--- src/rtl/mip_regs.vh ---
// Constants for the maskable interrupt priority and acknowledge block.
// Included by every design file; holds definitions only.
`ifndef MIP_REGS_VH
`define MIP_REGS_VH

// ----------------------------------------
// Sources
// ----------------------------------------
`define MIP_NUM_SRC 8
`define MIP_NUM_EXT 4

// ----------------------------------------
// Register map (byte addresses)
// ----------------------------------------
`define MIP_ICR_BASE 8'h00
`define MIP_ICR_LAST 8'h1C
`define MIP_STAT_ADDR 8'h20

// ----------------------------------------
// Control register fields
// ----------------------------------------
`define MIP_PRIO_LSB 0
`define MIP_PRIO_MSB 2
`define MIP_MASK_BIT 6
`define MIP_PEND_BIT 7
`define MIP_ICR_RESET 8'h47
`define MIP_LEVEL_NONE 4'h8

// ----------------------------------------
// Status register fields
// ----------------------------------------
`define MIP_STAT_ISR_LSB 0
`define MIP_STAT_NMI_BIT 8
`define MIP_STAT_SRC_LSB 9
`define MIP_STAT_BUSY_BIT 12

// ----------------------------------------
// CPU side
// ----------------------------------------
`define MIP_PSW_REG_NUM 5'h05

// ----------------------------------------
// Timing, in system clocks
// ----------------------------------------
`define MIP_ENABLE_WIN_CLKS 7
`define MIP_ACK_PROC_CLKS 4
`define MIP_NOISE_CLKS 2

// ----------------------------------------
// Bus answers
// ----------------------------------------
`define MIP_RESP_OKAY 2'h0
`define MIP_RESP_SLVERR 2'h2

`endif

--- src/rtl/mip_pin_filter.v ---
// Synchroniser and noise filter for the external request pins.
// Pins are asynchronous; output is a one-cycle pulse per accepted rising edge.
`timescale 1ns/100ps
`default_nettype none
`include "mip_regs.vh"

module mip_pin_filter (
  input wire clk,
  input wire rst_n,
  input wire [`MIP_NUM_EXT-1:0] pin,
  output reg [`MIP_NUM_EXT-1:0] rise
);

  genvar g;
  generate
    for (g = 0; g < `MIP_NUM_EXT; g = g + 1) begin : g_pin
      reg meta_q;
      reg sync_q;
      reg hist_q;
      reg filt_q;
      always @(posedge clk or negedge rst_n) begin
        if (!rst_n) begin
          meta_q <= 1'b0;
          sync_q <= 1'b0;
          hist_q <= 1'b0;
          filt_q <= 1'b0;
          rise[g] <= 1'b0;
        end else begin
          meta_q <= pin[g];
          sync_q <= meta_q;
          hist_q <= sync_q;
          // A level must hold for two samples before it counts
          if (sync_q == hist_q) begin
            filt_q <= hist_q;
          end
          rise[g] <= (sync_q == hist_q) & hist_q & ~filt_q; // RULE8
        end
      end
    end
  endgenerate

endmodule // mip_pin_filter
`default_nettype wire

--- src/rtl/mip_arb.v ---
// Priority arbiter: picks the most urgent pending, unmasked source.
// Purely combinational; inputs come from registers on the same clock.
`timescale 1ns/100ps
`default_nettype none
`include "mip_regs.vh"

module mip_arb (
  input wire [`MIP_NUM_SRC-1:0] req,
  input wire [3*`MIP_NUM_SRC-1:0] prio,
  output reg valid,
  output reg [2:0] src,
  output reg [2:0] level
);

  integer i;

  always @* begin
    valid = 1'b0;
    src = 3'h0;
    level = 3'h7;
    // Strict compare: on equal level the lower index keeps the grant
    for (i = 0; i < `MIP_NUM_SRC; i = i + 1) begin
      if (req[i] && (!valid || (prio[3*i +: 3] < level))) begin // RULE1 RULE17
        valid = 1'b1;
        src = i[2:0];
        level = prio[3*i +: 3];
      end
    end
  end

endmodule // mip_arb
`default_nettype wire

--- src/rtl/mip_irq_ctrl.v ---
// Maskable interrupt priority, nesting and acknowledge control.
// Assumes a CPU on SYS_CLK that reports its interrupt-control instructions
// as one-cycle pulses, and an AXI4-Lite master for the control registers.
//
// How it works
// RULE1: Eight levels per source, zero most urgent
// RULE2: Reset: every source masked, level seven
// RULE3: Preempted handler resumes after nested return
// RULE4: Pending request waits for current handler return
// RULE5: No maskable acknowledge during non-maskable service
// RULE6: Least latency eleven internal, thirteen external; the code takes fifteen external
// RULE7: Most latency eighteen internal, twenty external
// RULE8: External pins filtered, two extra clocks; the code adds four (two synchroniser, two filter)
// RULE9: Four processing clocks, flush fetch, then handler
// RULE10: No acknowledge right after sampling-block instructions
// RULE11: Acknowledge seven clocks after enable, disable cancels
// RULE12: Disable within seven clocks of pending cancels
// RULE13: Standby, status change, register access restart window
// RULE14: Software brackets register edits during DMA
// RULE15: Handler saves return state before re-enabling
// RULE16: Nesting only when enabled and more urgent
// RULE17: Equal levels resolved by lowest source number
`timescale 1ns/100ps
`default_nettype none
`include "mip_regs.vh"

module mip_irq_ctrl (
  input wire SYS_CLK,
  input wire RSTN,
  // AXI4-Lite slave
  input wire [7:0] S_AXI_AWADDR,
  input wire S_AXI_AWVALID,
  output wire S_AXI_AWREADY,
  input wire [31:0] S_AXI_WDATA,
  input wire [3:0] S_AXI_WSTRB,
  input wire S_AXI_WVALID,
  output wire S_AXI_WREADY,
  output reg [1:0] S_AXI_BRESP,
  output reg S_AXI_BVALID,
  input wire S_AXI_BREADY,
  input wire [7:0] S_AXI_ARADDR,
  input wire S_AXI_ARVALID,
  output wire S_AXI_ARREADY,
  output reg [31:0] S_AXI_RDATA,
  output reg [1:0] S_AXI_RRESP,
  output reg S_AXI_RVALID,
  input wire S_AXI_RREADY,
  // Request sources
  input wire [`MIP_NUM_SRC-`MIP_NUM_EXT-1:0] INT_REQ,
  input wire [`MIP_NUM_EXT-1:0] EXT_IRQ_PIN,
  // CPU pipeline
  input wire NMI_ENTER,
  input wire IRQ_UNMASK_ALL_INSTR,
  input wire IRQ_MASK_ALL_INSTR,
  input wire LOAD_SYSTEM_REG_INSTR,
  input wire [4:0] LOAD_SYSTEM_REG_NUM,
  input wire RETURN_FROM_HANDLER_INSTR,
  input wire IRQ_DISABLE_FLAG,
  input wire STANDBY,
  output reg IRQ_ACK,
  output reg [2:0] IRQ_ACK_SRC,
  output reg [2:0] IRQ_ACK_LEVEL,
  output reg FETCH_FLUSH,
  output reg HANDLER_START,
  output wire ACK_BUSY
);

  localparam ST_IDLE = 1'b0;
  localparam ST_PROC = 1'b1;
  // Window and processing counts, cut to counter width on purpose
  localparam integer WIN_LAST_I = `MIP_ENABLE_WIN_CLKS - 1;
  localparam integer PROC_LAST_I = `MIP_ACK_PROC_CLKS - 1;
  localparam [2:0] WIN_LAST = WIN_LAST_I[2:0];
  localparam [2:0] PROC_LAST = PROC_LAST_I[2:0];
  // Reset image of one control register
  localparam [7:0] ICR_RST = `MIP_ICR_RESET;
  localparam [2:0] PRIO_RST = ICR_RST[`MIP_PRIO_MSB:`MIP_PRIO_LSB];
  localparam MASK_RST = ICR_RST[`MIP_MASK_BIT];
  localparam PEND_RST = ICR_RST[`MIP_PEND_BIT];

  // ----------------------------------------
  // Register bus
  // ----------------------------------------
  reg aw_full_q;
  reg [7:0] aw_addr_q;
  reg w_full_q;
  reg [31:0] w_data_q;
  reg w_strb0_q;
  wire wr_fire;
  wire wr_icr;
  wire [2:0] wr_idx;
  wire rd_fire;
  wire rd_icr;
  reg [31:0] rd_data_d;
  reg [1:0] rd_resp_d;

  // One write and one read in flight; B or R must drain first
  assign S_AXI_AWREADY = !aw_full_q && !S_AXI_BVALID;
  assign S_AXI_WREADY = !w_full_q && !S_AXI_BVALID;
  assign S_AXI_ARREADY = !S_AXI_RVALID;
  assign wr_fire = aw_full_q && w_full_q && !S_AXI_BVALID;
  assign wr_icr = (aw_addr_q[1:0] == 2'h0) && (aw_addr_q <= `MIP_ICR_LAST);
  assign wr_idx = aw_addr_q[4:2];
  assign rd_fire = S_AXI_ARVALID && !S_AXI_RVALID;
  assign rd_icr = (S_AXI_ARADDR[1:0] == 2'h0) && (S_AXI_ARADDR <= `MIP_ICR_LAST);

  always @(posedge SYS_CLK or negedge RSTN) begin
    if (!RSTN) begin
      aw_full_q <= 1'b0;
      aw_addr_q <= 8'h00;
      w_full_q <= 1'b0;
      w_data_q <= 32'h00000000;
      w_strb0_q <= 1'b0;
      S_AXI_BVALID <= 1'b0;
      S_AXI_BRESP <= `MIP_RESP_OKAY;
      S_AXI_RVALID <= 1'b0;
      S_AXI_RRESP <= `MIP_RESP_OKAY;
      S_AXI_RDATA <= 32'h00000000;
    end else begin
      if (S_AXI_AWVALID && S_AXI_AWREADY) begin
        aw_full_q <= 1'b1;
        aw_addr_q <= S_AXI_AWADDR;
      end
      if (S_AXI_WVALID && S_AXI_WREADY) begin
        w_full_q <= 1'b1;
        w_data_q <= S_AXI_WDATA;
        w_strb0_q <= S_AXI_WSTRB[0];
      end
      if (wr_fire) begin
        aw_full_q <= 1'b0;
        w_full_q <= 1'b0;
        S_AXI_BVALID <= 1'b1;
        S_AXI_BRESP <= (wr_icr || aw_addr_q == `MIP_STAT_ADDR) ? `MIP_RESP_OKAY : `MIP_RESP_SLVERR;
      end else if (S_AXI_BREADY) begin
        S_AXI_BVALID <= 1'b0;
      end
      if (rd_fire) begin
        S_AXI_RVALID <= 1'b1;
        S_AXI_RDATA <= rd_data_d;
        S_AXI_RRESP <= rd_resp_d;
      end else if (S_AXI_RREADY) begin
        S_AXI_RVALID <= 1'b0;
      end
    end
  end

  // ----------------------------------------
  // Per-source control registers
  // ----------------------------------------
  wire [`MIP_NUM_EXT-1:0] ext_rise;
  wire [`MIP_NUM_SRC-1:0] src_event;
  wire [`MIP_NUM_SRC-1:0] pend;
  wire [`MIP_NUM_SRC-1:0] mask;
  wire [3*`MIP_NUM_SRC-1:0] prio;
  wire [`MIP_NUM_SRC-1:0] cand_req;
  wire cand_valid;
  wire [2:0] cand_src;
  wire [2:0] cand_level;
  wire fire;

  mip_pin_filter u_filter (
    .clk(SYS_CLK),
    .rst_n(RSTN),
    .pin(EXT_IRQ_PIN),
    .rise(ext_rise)
  );

  assign src_event = {ext_rise, INT_REQ};

  genvar g;
  generate
    for (g = 0; g < `MIP_NUM_SRC; g = g + 1) begin : g_src
      reg [2:0] prio_q;
      reg mask_q;
      reg pend_q;
      wire sel;
      // Writes with byte lane 0 off leave the register untouched
      assign sel = wr_fire && wr_icr && w_strb0_q && (wr_idx == g);
      always @(posedge SYS_CLK or negedge RSTN) begin
        if (!RSTN) begin
          prio_q <= PRIO_RST; // RULE2
          mask_q <= MASK_RST; // RULE2
          pend_q <= PEND_RST;
        end else begin
          if (sel) begin
            prio_q <= w_data_q[`MIP_PRIO_MSB:`MIP_PRIO_LSB];
            mask_q <= w_data_q[`MIP_MASK_BIT];
          end
          // A new request beats a clear in the same cycle
          if (src_event[g]) begin
            pend_q <= 1'b1;
          end else if (fire && cand_src == g) begin
            pend_q <= 1'b0;
          end else if (sel) begin
            pend_q <= w_data_q[`MIP_PEND_BIT];
          end
        end
      end
      assign pend[g] = pend_q;
      assign mask[g] = mask_q;
      assign prio[3*g +: 3] = prio_q;
    end
  endgenerate

  assign cand_req = pend & ~mask;

  mip_arb u_arb (
    .req(cand_req),
    .prio(prio),
    .valid(cand_valid),
    .src(cand_src),
    .level(cand_level)
  );

  // ----------------------------------------
  // In-service tracking
  // ----------------------------------------
  reg [7:0] isr_q;
  reg nmi_q;
  reg [3:0] cur_level;
  reg [7:0] isr_pop;
  integer k;

  // Lowest set bit is the most urgent open handler
  always @* begin
    cur_level = `MIP_LEVEL_NONE;
    isr_pop = 8'h00;
    for (k = 7; k >= 0; k = k - 1) begin
      if (isr_q[k]) begin
        cur_level = k[3:0];
      end
    end
    if (cur_level != `MIP_LEVEL_NONE) begin
      isr_pop = 8'h01 << cur_level[2:0];
    end
  end

  always @(posedge SYS_CLK or negedge RSTN) begin
    if (!RSTN) begin
      isr_q <= 8'h00;
      nmi_q <= 1'b0;
    end else begin
      // Exception returns are not tracked; a stray return pops a level
      if (NMI_ENTER) begin
        nmi_q <= 1'b1;
      end else if (RETURN_FROM_HANDLER_INSTR && nmi_q) begin
        nmi_q <= 1'b0; // RULE5
      end
      // Return closes the most urgent open handler, so the preempted one resumes
      if (RETURN_FROM_HANDLER_INSTR && !nmi_q && !NMI_ENTER) begin
        isr_q <= (isr_q & ~isr_pop) | (fire ? (8'h01 << cand_level) : 8'h00); // RULE3 RULE4
      end else if (fire) begin
        isr_q <= isr_q | (8'h01 << cand_level);
      end
    end
  end

  // ----------------------------------------
  // Enable window and acknowledge sequencing
  // ----------------------------------------
  reg state_q;
  reg [2:0] win_q;
  reg [2:0] proc_q;
  reg [2:0] last_src_q;
  wire psw_touch;
  wire icr_touch;
  wire blocked;
  wire eligible;

  // Any of these restarts the window, so nothing is taken right after them
  assign psw_touch = IRQ_UNMASK_ALL_INSTR || IRQ_MASK_ALL_INSTR ||
                     (LOAD_SYSTEM_REG_INSTR && LOAD_SYSTEM_REG_NUM == `MIP_PSW_REG_NUM); // RULE10
  assign icr_touch = (wr_fire && wr_icr) || (rd_fire && rd_icr); // RULE13
  assign blocked = psw_touch || icr_touch || STANDBY || IRQ_DISABLE_FLAG; // RULE11 RULE12 RULE13
  assign eligible = cand_valid && !nmi_q && !NMI_ENTER && ({1'b0, cand_level} < cur_level) &&
                    state_q == ST_IDLE && !RETURN_FROM_HANDLER_INSTR; // RULE5 RULE16 RULE4
  assign fire = eligible && !blocked && (win_q == WIN_LAST); // RULE11 RULE6 RULE7
  assign ACK_BUSY = (state_q == ST_PROC);

  // Window counts consecutive eligible cycles; any block restarts it,
  // so a request that keeps losing to blocks waits without limit
  always @(posedge SYS_CLK or negedge RSTN) begin
    if (!RSTN) begin
      state_q <= ST_IDLE;
      win_q <= 3'h0;
      proc_q <= 3'h0;
      last_src_q <= 3'h0;
      IRQ_ACK <= 1'b0;
      IRQ_ACK_SRC <= 3'h0;
      IRQ_ACK_LEVEL <= 3'h0;
      FETCH_FLUSH <= 1'b0;
      HANDLER_START <= 1'b0;
    end else begin
      IRQ_ACK <= fire;
      FETCH_FLUSH <= fire; // RULE9
      HANDLER_START <= 1'b0;
      if (!eligible || blocked || fire) begin
        win_q <= 3'h0; // RULE12
      end else begin
        win_q <= win_q + 3'h1;
      end
      case (state_q)
        ST_IDLE: begin
          if (fire) begin
            state_q <= ST_PROC;
            proc_q <= 3'h0;
            IRQ_ACK_SRC <= cand_src;
            IRQ_ACK_LEVEL <= cand_level;
            last_src_q <= cand_src;
          end
        end
        ST_PROC: begin
          // Fetch and decode in flight are discarded during these clocks
          proc_q <= proc_q + 3'h1;
          if (proc_q == PROC_LAST) begin
            state_q <= ST_IDLE;
            HANDLER_START <= 1'b1; // RULE9
          end
        end
        default: begin
          state_q <= ST_IDLE;
        end
      endcase
    end
  end

  // ----------------------------------------
  // Read data
  // ----------------------------------------
  // Unmapped reads answer an error with zero data
  always @* begin
    rd_data_d = 32'h00000000;
    rd_resp_d = `MIP_RESP_OKAY;
    if (rd_icr) begin
      rd_data_d[`MIP_PRIO_MSB:`MIP_PRIO_LSB] = prio[3*S_AXI_ARADDR[4:2] +: 3];
      rd_data_d[`MIP_MASK_BIT] = mask[S_AXI_ARADDR[4:2]];
      rd_data_d[`MIP_PEND_BIT] = pend[S_AXI_ARADDR[4:2]];
    end else if (S_AXI_ARADDR == `MIP_STAT_ADDR) begin
      rd_data_d[`MIP_STAT_ISR_LSB +: 8] = isr_q;
      rd_data_d[`MIP_STAT_NMI_BIT] = nmi_q;
      rd_data_d[`MIP_STAT_SRC_LSB +: 3] = last_src_q;
      rd_data_d[`MIP_STAT_BUSY_BIT] = (state_q == ST_PROC);
    end else begin
      rd_resp_d = `MIP_RESP_SLVERR;
    end
  end

endmodule // mip_irq_ctrl
`default_nettype wire

--- config.mk ---
export PLATFORM = sky130hd
export DESIGN_NAME = mip_irq_ctrl
export DESIGN_NICKNAME = d
export VERILOG_FILES = /design/src/rtl/mip_pin_filter.v /design/src/rtl/mip_arb.v /design/src/rtl/mip_irq_ctrl.v
export VERILOG_INCLUDE_DIRS = /design/src /design/src/rtl
export SDC_FILE = /design/constraint.sdc
export NUM_CORES = 1
export LEC_CHECK = 0
export ABC_AREA = 1
export CAP_MARGIN = 5
export CORE_ASPECT_RATIO = 1.5
export CORE_MARGIN = 3
export CORE_UTILIZATION = 45
export CTS_BUF_LIST = sky130_fd_sc_hd__clkbuf_8
export DETAILED_ROUTE_END_ITERATION = 8
export DONT_BUFFER_PORTS = 1
export HOLD_SLACK_MARGIN = 0.05
export SETUP_SLACK_MARGIN = 0.4
export SYNTH_ARGS = -nofsm -noshare
export SYNTH_HDL_FRONTEND = slang
export SYNTH_SLANG_ARGS = --single-unit
--- constraint.sdc ---
create_clock -name SYS_CLK -period 23.1 [get_ports SYS_CLK]
set_input_delay 1.155 -clock SYS_CLK [delete_from_list [all_inputs] [get_ports SYS_CLK]]
set_output_delay 1.155 -clock SYS_CLK [all_outputs]
set_load 0.005 [all_outputs]
# Word level (Yosys, flattened, before mapping)
# Index checks and enable logic that the tools add are counted.
[word_totals] output_inout_bits=51 wordCells=310 input_bits=79 reg_bits=122
[classes] n_shift=3 n_mux=89 addsub=2 multipliers=1 reduce_logical=97 n_bitwise=19 eq_ne=25 magnitude_cmp=11
[op_table] op="2-to-1 mux 1 bit" n=49
[op_table] op="2-to-1 mux 3 bit" n=16
[op_table] op="logical AND 1 bit" n=46
[op_table] op="2-to-1 mux 4 bit" n=8
[op_table] op="2-to-1 mux 8 bit" n=4
[op_table] op="== test 3 bit (second input constant)" n=9
[op_table] op="nonzero test 3 bit" n=8
[op_table] op="variable part select 24 x 6 -> 3 bit" n=1
[op_table] op="less-than comparator 3 bit" n=7
[op_table] op="AND 8 bit" n=2
[op_table] op="== test 8 x 6 -> 1 bit (second input constant)" n=2
[op_table] op="<= comparator 8 x 5 -> 1 bit (second input constant)" n=2
[op_table] op="logical NOT 1 bit" n=16
[op_table] op="logical OR 1 bit" n=16
[op_table] op="inverter 8 bit" n=2
[op_table] op="bitwise OR 8 bit" n=2
[op_table] op="<< shifter 1 x 3 -> 8 bit (first input constant)" n=2
[op_table] op="== test 3 x 2 -> 1 bit (second input constant)" n=5
[op_table] op="2-to-1 mux 13 bit" n=1
[op_table] op="2-to-1 mux 2 bit" n=6
[op_table] op="nonzero test 2 bit" n=6
[op_table] op="AND 1 bit" n=8
[op_table] op="adder 3 x 1 -> 3 bit (second input constant)" n=2
[op_table] op="binary-select mux 1 bit (select 3 bit)" n=2
[op_table] op="other kinds (15)" n=25

# Depth between registers and ports, before layout
# Gate-level depths: netlist of the first run.
[depth] depth_word=41 depth_mapped=73 ltp_nobuf=73

# Hierarchy
# From an unflattened synthesis of the first run, not the netlist that was laid out.
[hier_totals] hier_cells=816 hier_area_um2=6452.4
[by_module_without_submodules] mod="mip_irq_ctrl" instances=1 seq_area_each_um2=2467.4 cells_each=588 area_per_inst_um2=4907.2
[by_module_without_submodules] mod="mip_arb" instances=1 seq_area_each_um2=0.0 cells_each=180 area_per_inst_um2=904.6
[by_module_without_submodules] mod="mip_pin_filter" instances=1 seq_area_each_um2=500.5 cells_each=48 area_per_inst_um2=640.6

# Least setup slack after synthesis of the first run
# OpenSTA, ideal clock, no wires.
[synth_path] kind="register to register" from="reg g_src[0].mask_q" to="reg IRQ_ACK_LEVEL[2]" setup_slack_ns=15.338 t_arrival_ns=7.637 setup_time_ns=0.125 required_ns=22.975 stages_incl_launch_ff=64 path_buffers=1 synth_period_minus_slack_ns=7.762 cell_sequence="dfstp_2 -> inv_1 -> nand2_1 -> nor2_2 -> nand2_2 -> nand2_2 -> nand2_2 -> nand3_2 -> o22ai_1 -> ha_1 -> nand2_1 -> inv_1 -> nand2_1 -> nand2_1 -> nand2_2 -> nand2_2 -> o21ai_0 -> ha_1 -> [28 not listed] -> nand2_2 -> nand2_4 -> o21ai_0 -> ha_1 -> a21oi_1 -> nand2_1 -> nand2_2 -> nand2_4 -> o21ai_2 -> inv_1 -> ha_1 -> o21ai_0 -> nand3_1 -> nor4_1 -> nand3_4 -> buf_6 -> nand2_1 -> o21ai_2"
[synth_via] word_cells_on_any_way=55 cone_classes="order compare: 8; mux: 16; bitwise: 2; reduce/logical: 29"
[synth_lines] item="from (decl)" line="mip_irq_ctrl.v:174" source="reg mask_q;"
[synth_lines] item="from (signal assigned)" line="mip_irq_ctrl.v:187" source="mask_q <= w_data_q[`MIP_MASK_BIT];"
[synth_lines] item="inverter 8 bit *" line="mip_irq_ctrl.v:205" source="assign cand_req = pend & ~mask;"
[synth_lines] item="AND 8 bit *" line="mip_irq_ctrl.v:205"
[synth_lines] item="2-to-1 mux 3 bit / 2-to-1 mux 1 bit (equally long branches)" line="mip_arb.v:23" source="if (req[i] && (!valid || (prio[3*i +: 3] < level))) begin"
[synth_lines] item="less-than comparator 3 bit / logical NOT 1 bit (equally long branches)" line="mip_arb.v:23"
[synth_lines] item="logical OR 1 bit" line="mip_arb.v:23"
[synth_lines] item="logical AND 1 bit" line="mip_arb.v:23"
[synth_lines] item="2-to-1 mux 3 bit / 2-to-1 mux 1 bit (equally long branches)" line="mip_arb.v:23"
[synth_lines] item="less-than comparator 3 bit / logical NOT 1 bit (equally long branches)" line="mip_arb.v:23"
[synth_lines] item="[21 not listed]"
[synth_lines] item="logical AND 1 bit" line="mip_arb.v:23"
[synth_lines] item="2-to-1 mux 3 bit *" line="mip_arb.v:23"
[synth_lines] item="named net cand_level[2]" line="mip_irq_ctrl.v:158" source="wire [2:0] cand_level;"
[synth_lines] item="less-than comparator 3 x 4 -> 1 bit" line="mip_irq_ctrl.v:275" source="assign eligible = cand_valid && !nmi_q && !NMI_ENTER && ({1'b0, cand_level} < cur_level) &&"
[synth_lines] item="logical AND 1 bit (2 in a row)" line="mip_irq_ctrl.v:275"
[synth_lines] item="logical AND 1 bit" line="mip_irq_ctrl.v:276" source="state_q == ST_IDLE && !RETURN_FROM_HANDLER_INSTR;"
[synth_lines] item="logical AND 1 bit (2 in a row)" line="mip_irq_ctrl.v:277" source="assign fire = eligible && !blocked && (win_q == WIN_LAST);"
[synth_lines] item="AND reduction 2 bit (no source line)"
[synth_lines] item="to (signal assigned)" line="mip_irq_ctrl.v:308" source="IRQ_ACK_LEVEL <= cand_level;"
[synth_lines] item="to (decl)" line="mip_irq_ctrl.v:62" source="output reg [2:0] IRQ_ACK_LEVEL,"
# The timed path passes the listed nets; every way through them passes the cells marked *.
# A chain may end at the register's enable or synchronous reset.

# Final worst setup path of the first run
[layout_path] from="reg g_src[0].mask_q" to="reg isr_q[0]"
[layout_via] word_cells_on_any_way=61 cone_classes="order compare: 8; shift: 1; mux: 19; bitwise: 4; reduce/logical: 29"
[layout_lines] item="inverter 8 bit *" line="mip_irq_ctrl.v:205"
[layout_lines] item="AND 8 bit *" line="mip_irq_ctrl.v:205"
[layout_lines] item="2-to-1 mux 3 bit / 2-to-1 mux 1 bit (equally long branches)" line="mip_arb.v:23"
[layout_lines] item="less-than comparator 3 bit / logical NOT 1 bit (equally long branches)" line="mip_arb.v:23"
[layout_lines] item="logical OR 1 bit" line="mip_arb.v:23"
[layout_lines] item="logical AND 1 bit" line="mip_arb.v:23"
[layout_lines] item="2-to-1 mux 3 bit / 2-to-1 mux 1 bit (equally long branches)" line="mip_arb.v:23"
[layout_lines] item="less-than comparator 3 bit / logical NOT 1 bit (equally long branches)" line="mip_arb.v:23"
[layout_lines] item="[23 not listed]"
[layout_lines] item="named net cand_level[2]" line="mip_irq_ctrl.v:158"
[layout_lines] item="less-than comparator 3 x 4 -> 1 bit *" line="mip_irq_ctrl.v:275"
[layout_lines] item="logical AND 1 bit * (2 in a row)" line="mip_irq_ctrl.v:275"
[layout_lines] item="logical AND 1 bit *" line="mip_irq_ctrl.v:276"
[layout_lines] item="logical AND 1 bit * (2 in a row)" line="mip_irq_ctrl.v:277"
[layout_lines] item="named net fire" line="mip_irq_ctrl.v:159" source="wire fire;"
[layout_lines] item="2-to-1 mux 8 bit" line="mip_irq_ctrl.v:251" source="isr_q <= (isr_q & ~isr_pop) | (fire ? (8'h01 << cand_level) : 8'h00);"
[layout_lines] item="bitwise OR 8 bit" line="mip_irq_ctrl.v:251"
[layout_lines] item="2-to-1 mux 8 bit" line="mip_irq_ctrl.v:250" source="if (RETURN_FROM_HANDLER_INSTR && !nmi_q && !NMI_ENTER) begin"
[layout_lines] item="to (signal assigned)" line="mip_irq_ctrl.v:251"
[layout_lines] item="to (signal assigned)" line="mip_irq_ctrl.v:253" source="isr_q <= isr_q | (8'h01 << cand_level);"
[layout_lines] item="to (decl)" line="mip_irq_ctrl.v:218" source="reg [7:0] isr_q;"
# The timed path passes the listed nets; every way through them passes the cells marked *. The select of a mux whose other input is x is not followed.

==> impl_metrics.csv, run 1 <==
group,metric,value,unit
run,maxCapViolations,0,
clock_network,cts.hold.buffers_added,0,
drt,antenna_left,0,
worst_hold_path,whs_endpoint,"u_filter.g_pin[1].sync_q",
setup_path,reg2reg_setup_slack,13.85,ns
setup_path,start_kind,"register",
clock_network,ctsResizeCount,0,
global_route,grt_pass1_vias,5218,
setup_path,critPathMaxFanout,13,
timing,setup_violations,0,
synth,yosysUniqueCellTypes,36,
synth,synth_area_leaders,"dfrtp_1 (33%), dfstp_2 (13%), nand2_1 (9.8%)",
run_status,status,"finished clean",
clock_network,cts_setup_buffers,0,
worst_hold_path,hold_path_class,"register to register",
setup_path,path_buf_inv,8,
setup_path,critPathMaxStageDelay,0.69,ns
timing,period_share,40.0,%
floorplanning,fp-row-count,52,
placement,hpwlAfterDp,12.2,mm
timing,fmax,0.108,GHz
timing,finalWorstSetupSlack,13.85,ns
drt,drt-vias-per-instance,5.13,
clock_network,cts_sinks,117,
clock_network,cts_tree,"done",
setup_path,endpoint_kind,"register",
timing,rsz0062_at_grt,"no",
synth,ys_warn_count,0,
finish,syn_to_final_growth,7.86,%
synth,synth_top_cell_area_share,33.2,%
clock_network,cts_buffer_depth,2,
setup_path,critPathMostFrequentCell,"nand2_1",
finish,final_cells,1023,
setup_path,regToRegEndpoint,"isr_q[0]",
timing,hold_viol_final,0,
floorplanning,core_area,13700,um2
floorplanning,initial_core_util,46.7,%
global_route,grtUsageTotal,21.1,%
placement,place_inst,991,
floorplanning,die_y,152,um
timing,worst_slew_pin_slew,0.750,ns
drt,routed_wl,16.0,mm
finish,post-route-util,50.4,%
floorplanning,die_w,103,um
placement,io_buffer_count,0,
synth,yosysTopAreaCell,"dfrtp_1",
timing,layout_min_cycle_time,9.25,ns
setup_path,crit_family,"simple AND/OR/NAND/NOR gates",
finish,final_layout_size_suffix_gt1_share,13.1,%
placement,dp_slack,13.86,ns
setup_path,reg2reg_depth,63,
drt,first_pass_iters,5,
drt,route.detailed.drc,0,
synth,ys_seq_area_share,46.3,%
setup_path,r2r_start,"g_src[0].mask_q",
setup_path,worstSetupPathType,"register to register",
clock_network,htreeDepth,4,
worst_hold_path,holdPathStages,0,
timing,slew_headroom,49.5,%
synth,syn_area,6410,um2
floorplanning,die_area,15700,um2
timing,final_max_slew_viol_count,0,
drt,dr_wl_met3,820,um
setup_path,crit_cells,63,
placement,gp_congestion,0.893,
finish,antenna_cells,0,
synth,syn_area_per_cell,7.89,um2
drt,wl_per_cell,15.6,um
global_route,grt_max_degree,118,
floorplanning,io-pin-count,130,
drt,wl_met2,8.65,mm
drt,wl_met1,5.90,mm
setup_path,worstPathArrival,9.62,ns
clock_network,cts_root_buf,"clkbuf_8",
drt,highest_layer,"met4",
setup_path,cpMaxStageDelayCell,"nor4_1",
global_route,grt_pass1_wl,25.4,mm
global_route,antenna_found_initial,0,
global_route,overflow,0,
synth,ys_ff_latch,117,
timing,setup_tns,0,ns
worst_hold_path,min-delay-start,"u_filter.g_pin[1].meta_q",
drt,vias,5246,
clock_network,clock_latency,0.46,ns
drt,drt_iter0_drc,272,
timing,skew,0.00846,ns
synth,syn_inst,813,
clock_network,tritoncts.num_buffers,17,
setup_path,cp_data_required_time,23.48,ns
finish,nets,917,
clock_network,clk_pin_slew_worst_paths,0.08,ns
through the flow:
step | cell area [um2] | hold slack, ns
6_report | 6920 | 0.351
5_1_grt | 6920 | 0.355
4_1_cts | 6920 | 0.355
3_5_place_dp | 6520 | 0.336
3_3_place_gp | 6520 | 0.333
2_1_floorplan | 6490 | 0.331
synth_stat cells (all sizes together):
library cell	number
nand2	186
inv	117
nor2	92
o21ai	86
dfrtp	85
a21oi	63
nand3	51
dfstp	32
buf	23
ha	17
mux2	11
clkbuf	8
nor3	8
o21bai	8
nand4	7
clkinv	3
o211ai	3
or4	3
nor4	2
o21a	2
o22ai	2
conb	1
o221ai	1
o31ai	1
xnor2	1
per-layer routing:
layer / up-vias / global-route usage (%)
li1: 2598 / -
met1: 2447 / 22.0
met2: 150 / 37.3
met3: 51 / 5.86
met4: 0 / 11.0
met5: - / 0
final cells by class:
class	count	area [um2]
Multi-Input combinational cell	565	2860
Inverter	120	450
Tap cell	189	236
Clock buffer	18	248
Fill cell	1404	6810
Clock inverter	14	151
Sequential cell	117	2970
placed cells by master (no fill, tap or decap), types with 6 or more instances in the layout:
| master | Yosys | layout |
|---|---|---|
| dfrtp_1 | 85 | 85 |
| nand2_4 | 8 | 8 |
| o21ai_2 | 7 | 7 |
| a21oi_1 | 62 | 62 |
| o21ai_0 | 78 | 78 |
| nand2_2 | 11 | 11 |
| clkbuf_8 | 0 | 18 |
| conb_1 | 1 | 21 |
| nor2_1 | 91 | 91 |
| nand3_1 | 48 | 48 |
| nor3_1 | 8 | 8 |
| ha_1 | 17 | 17 |
| mux2_2 | 11 | 11 |
| o21bai_1 | 8 | 8 |
| nand2_1 | 167 | 167 |
| dfstp_2 | 32 | 32 |
| inv_1 | 114 | 115 |
| nand4_1 | 6 | 6 |
worst max-delay path by stage:
stage                          from               end  slack [ns]
floorplan           g_src[0].mask_q  IRQ_ACK_LEVEL[2]       15.34
CTS                 g_src[0].mask_q          isr_q[0]       13.80
finish              g_src[0].mask_q          isr_q[0]       13.85
global route        g_src[0].mask_q          isr_q[0]       12.97
global placement    g_src[0].mask_q          isr_q[0]       13.98
detailed placement  g_src[0].mask_q          isr_q[1]       13.86
state kept, by name (all words and copies together) (netlist names), 3 cells and up:
register and cells:
g_src.prio_q 24, S_AXI_RDATA 13, aw_addr_q 8, g_src.mask_q 8, g_src.pend_q 8, isr_q 8
w_data_q 5, u_filter.g_pin.filt_q 4, u_filter.g_pin.hist_q 4, u_filter.g_pin.meta_q 4, u_filter.g_pin.sync_q 4, u_filter.rise 4
IRQ_ACK_LEVEL 3, last_src_q 3, proc_q 3, win_q 3
logic make-up (layout without fill, tap and decap cells):
group	count (synthesis)	in the layout	synth area share [%]
other cells	1	21	0.0585
fa+ha+maj	17	17	3.32
simple gates	349	349	24.0
compound gates	166	166	14.1
flops	117	117	46.3
xor+xnor	1	1	0.137
mux	11	11	1.93
buf+inv	151	152	10.2
worst reg2reg max path: cells and delay by family, from the launching register on:
kind / cells / cell delay [ns]
buf+inv: 8 / 0.66
flops: 1 / 0.54
simple gates: 38 / 3.78
compound gates: 10 / 2.26
fa+ha+maj: 7 / 1.94
Power of run 1 is left out: the tool's default activity adds up to more than one toggle a clock period on the data nets, which glitch-free logic cannot reach.
==> run 2, diff against run 1 <==
==> constraint.sdc (replaced) <==
create_clock -name SYS_CLK -period 9.08 [get_ports SYS_CLK]
set_input_delay 0.454 -clock SYS_CLK [delete_from_list [all_inputs] [get_ports SYS_CLK]]
set_output_delay 0.454 -clock SYS_CLK [all_outputs]
set_load 0.005 [all_outputs]
==> run 2 against run 1 <==
Core utilization increased by 1.3 points. Routed wire length increased by 1.1%. Design area increased by 2.6%. Critical path depth increased by 9. Worst hold slack got worse by 0.26 ns.
==> impl_metrics.csv, run 2 (synthesized netlist as in run 1, its figures left out) <==
group,metric,value,unit
worst_hold_path,hold_path_class,"input pin to register",
floorplanning,io-pin-count,130,
timing,period_share,86.8,%
drt,drt_iter0_drc,271,
setup_path,cp_data_required_time,9.41,ns
drt,vias,5324,
clock_network,htreeDepth,4,
timing,slew_headroom,59.6,%
timing,setup_tns,0,ns
clock_network,cts_root_buf,"clkbuf_8",
timing,setup_violations,0,
finish,largest_register_ffs,24,
global_route,overflow,0,
timing,layout_min_cycle_time,7.88,ns
run,maxCapViolations,0,
floorplanning,fp-row-count,52,
run_status,status,"finished clean",
clock_network,tritoncts.num_buffers,17,
timing,rsz0062_at_grt,"no",
setup_path,start_kind,"register",
setup_path,critPathMaxFanout,7,
finish,final_layout_size_suffix_gt1_share,15.0,%
setup_path,cpMaxStageDelayCell,"dfstp_2",
finish,fillers,1404,
finish,antenna_cells,0,
global_route,grtUsageTotal,21.4,%
timing,final_max_slew_viol_count,0,
global_route,grt_pass1_vias,5319,
finish,largest-register,"g_src.prio_q",
setup_path,path_buf_inv,11,
drt,wl_per_cell,15.6,um
placement,hpwlAfterDp,12.2,mm
global_route,grt_pass1_wl,25.8,mm
finish,nets,932,
drt,route.detailed.drc,0,
clock_network,clk_pin_slew_worst_paths,0.07,ns
drt,routed_wl,16.2,mm
setup_path,worstSetupPathType,"register to register",
finish,syn_to_final_growth,10.6,%
drt,first_pass_iters,5,
timing,worst_slew_pin_slew,0.604,ns
setup_path,crit_family,"simple AND/OR/NAND/NOR gates",
finish,final_common_cell,"nand2_1",
global_route,grt_max_degree,118,
clock_network,cts_sinks,117,
floorplanning,die_y,152,um
floorplanning,die_area,15700,um2
global_route,antenna_found_initial,0,
setup_path,endpoint_kind,"register",
timing,hold_viol_final,0,
timing,fmax,0.127,GHz
drt,drt-vias-per-instance,5.13,
floorplanning,initial_core_util,46.7,%
setup_path,worstPathArrival,8.21,ns
timing,skew,0.0105,ns
placement,io_buffer_count,0,
finish,final_cell_mix,"nand2_1 (166), inv_1 (114), nor2_1 (91)",
placement,gp_congestion,0.890,
clock_network,cts_buffer_depth,2,
clock_network,cts_tree,"done",
floorplanning,die_w,103,um
setup_path,critPathMaxStageDelay,0.54,ns
floorplanning,core_area,13700,um2
clock_network,clock_latency,0.46,ns
drt,antenna_left,0,
finish,reg_top3,"g_src.prio_q (24), S_AXI_RDATA (13)",
setup_path,critPathMostFrequentCell,"nand2_1",
-- run 2: path summary, 6_finish.rpt --
| path | start | to | slack [ns] | depth (start not counted) |
|---|---|---|---|---|
| setup / recovery | g_src[0].mask_q | proc_q[2] | 1.20 | 72 |
| hold / removal | S_AXI_BREADY | S_AXI_BVALID | 0.09 | 1 |
| setup reg to reg | g_src[0].mask_q | proc_q[2] | 1.20 | 72 |
| hold reg to reg | u_filter.g_pin[1].meta_q | u_filter.g_pin[1].sync_q | 0.35 | 0 |
| max in group asynchronous | RSTN | g_src[0].pend_q | 7.99 | 2 |
| min in group asynchronous | RSTN | S_AXI_RDATA[1] | 0.57 | 2 |
-- run 2: per-layer routing --
layer / GRT usage (%) / up-vias / wire, um
met3: 6.87 / 36 / 815
met4: 9.38 / 0 / 476
li1: - / 2631 / -
met5: 0 / - / 0
met1: 22.6 / 2524 / 6090
met2: 37.7 / 133 / 8800
-- run 2: worst reg2reg max path, delay by kind of cell (launching register included) --
family	cells	cell delay [ns]
buffers and inverters	11	0.89
AO/OA/AOI/OAI	9	0.90
flip-flops	1	0.54
AND/OR/NAND/NOR	45	3.64
adder cells (fa/ha/maj)	7	1.78
-- run 2: cell type report --
class / instances / area (um2) / area share [%]
Timing Repair Buffer: 15 / 145 / 2.05
Clock inverter: 14 / 153 / 2.15
Clock buffer: 17 / 234 / 3.30
Multi-Input combinational cell: 565 / 2910 / 41.0
Sequential cell: 117 / 2970 / 41.9
Inverter: 120 / 450 / 6.35
Tap cell: 189 / 236 / 3.33
-- run 2: timing repair --
action,4_1_cts,5_1_grt
hold buffers,6,0
setup buffers,0,5
pin swaps,0,3
endpoints found under the hold margin,121,0
setup endpoints to repair,19,30
gates resized for setup,2,14
cloned,0,0
-- run 2: metrics by stage --
stage / instances / utilization [%] / hold slack [ns] / cell area, um2 / worst slack [ns]
6_report: 1037 / 51.7 / 0.0874 / 7090 / 1.20
5_1_grt: 1037 / 51.7 / 0.0576 / 7090 / 0.463
3_3_place_gp: 995 / 47.7 / 0.163 / 6550 / 0.595
3_5_place_dp: 995 / 47.7 / 0.162 / 6550 / 0.283
4_1_cts: 1032 / 51.1 / 0.0591 / 7010 / 0.450
2_1_floorplan: 833 / - / 0.158 / 6490 / 1.32
Power of run 2 is left out for the same reason.
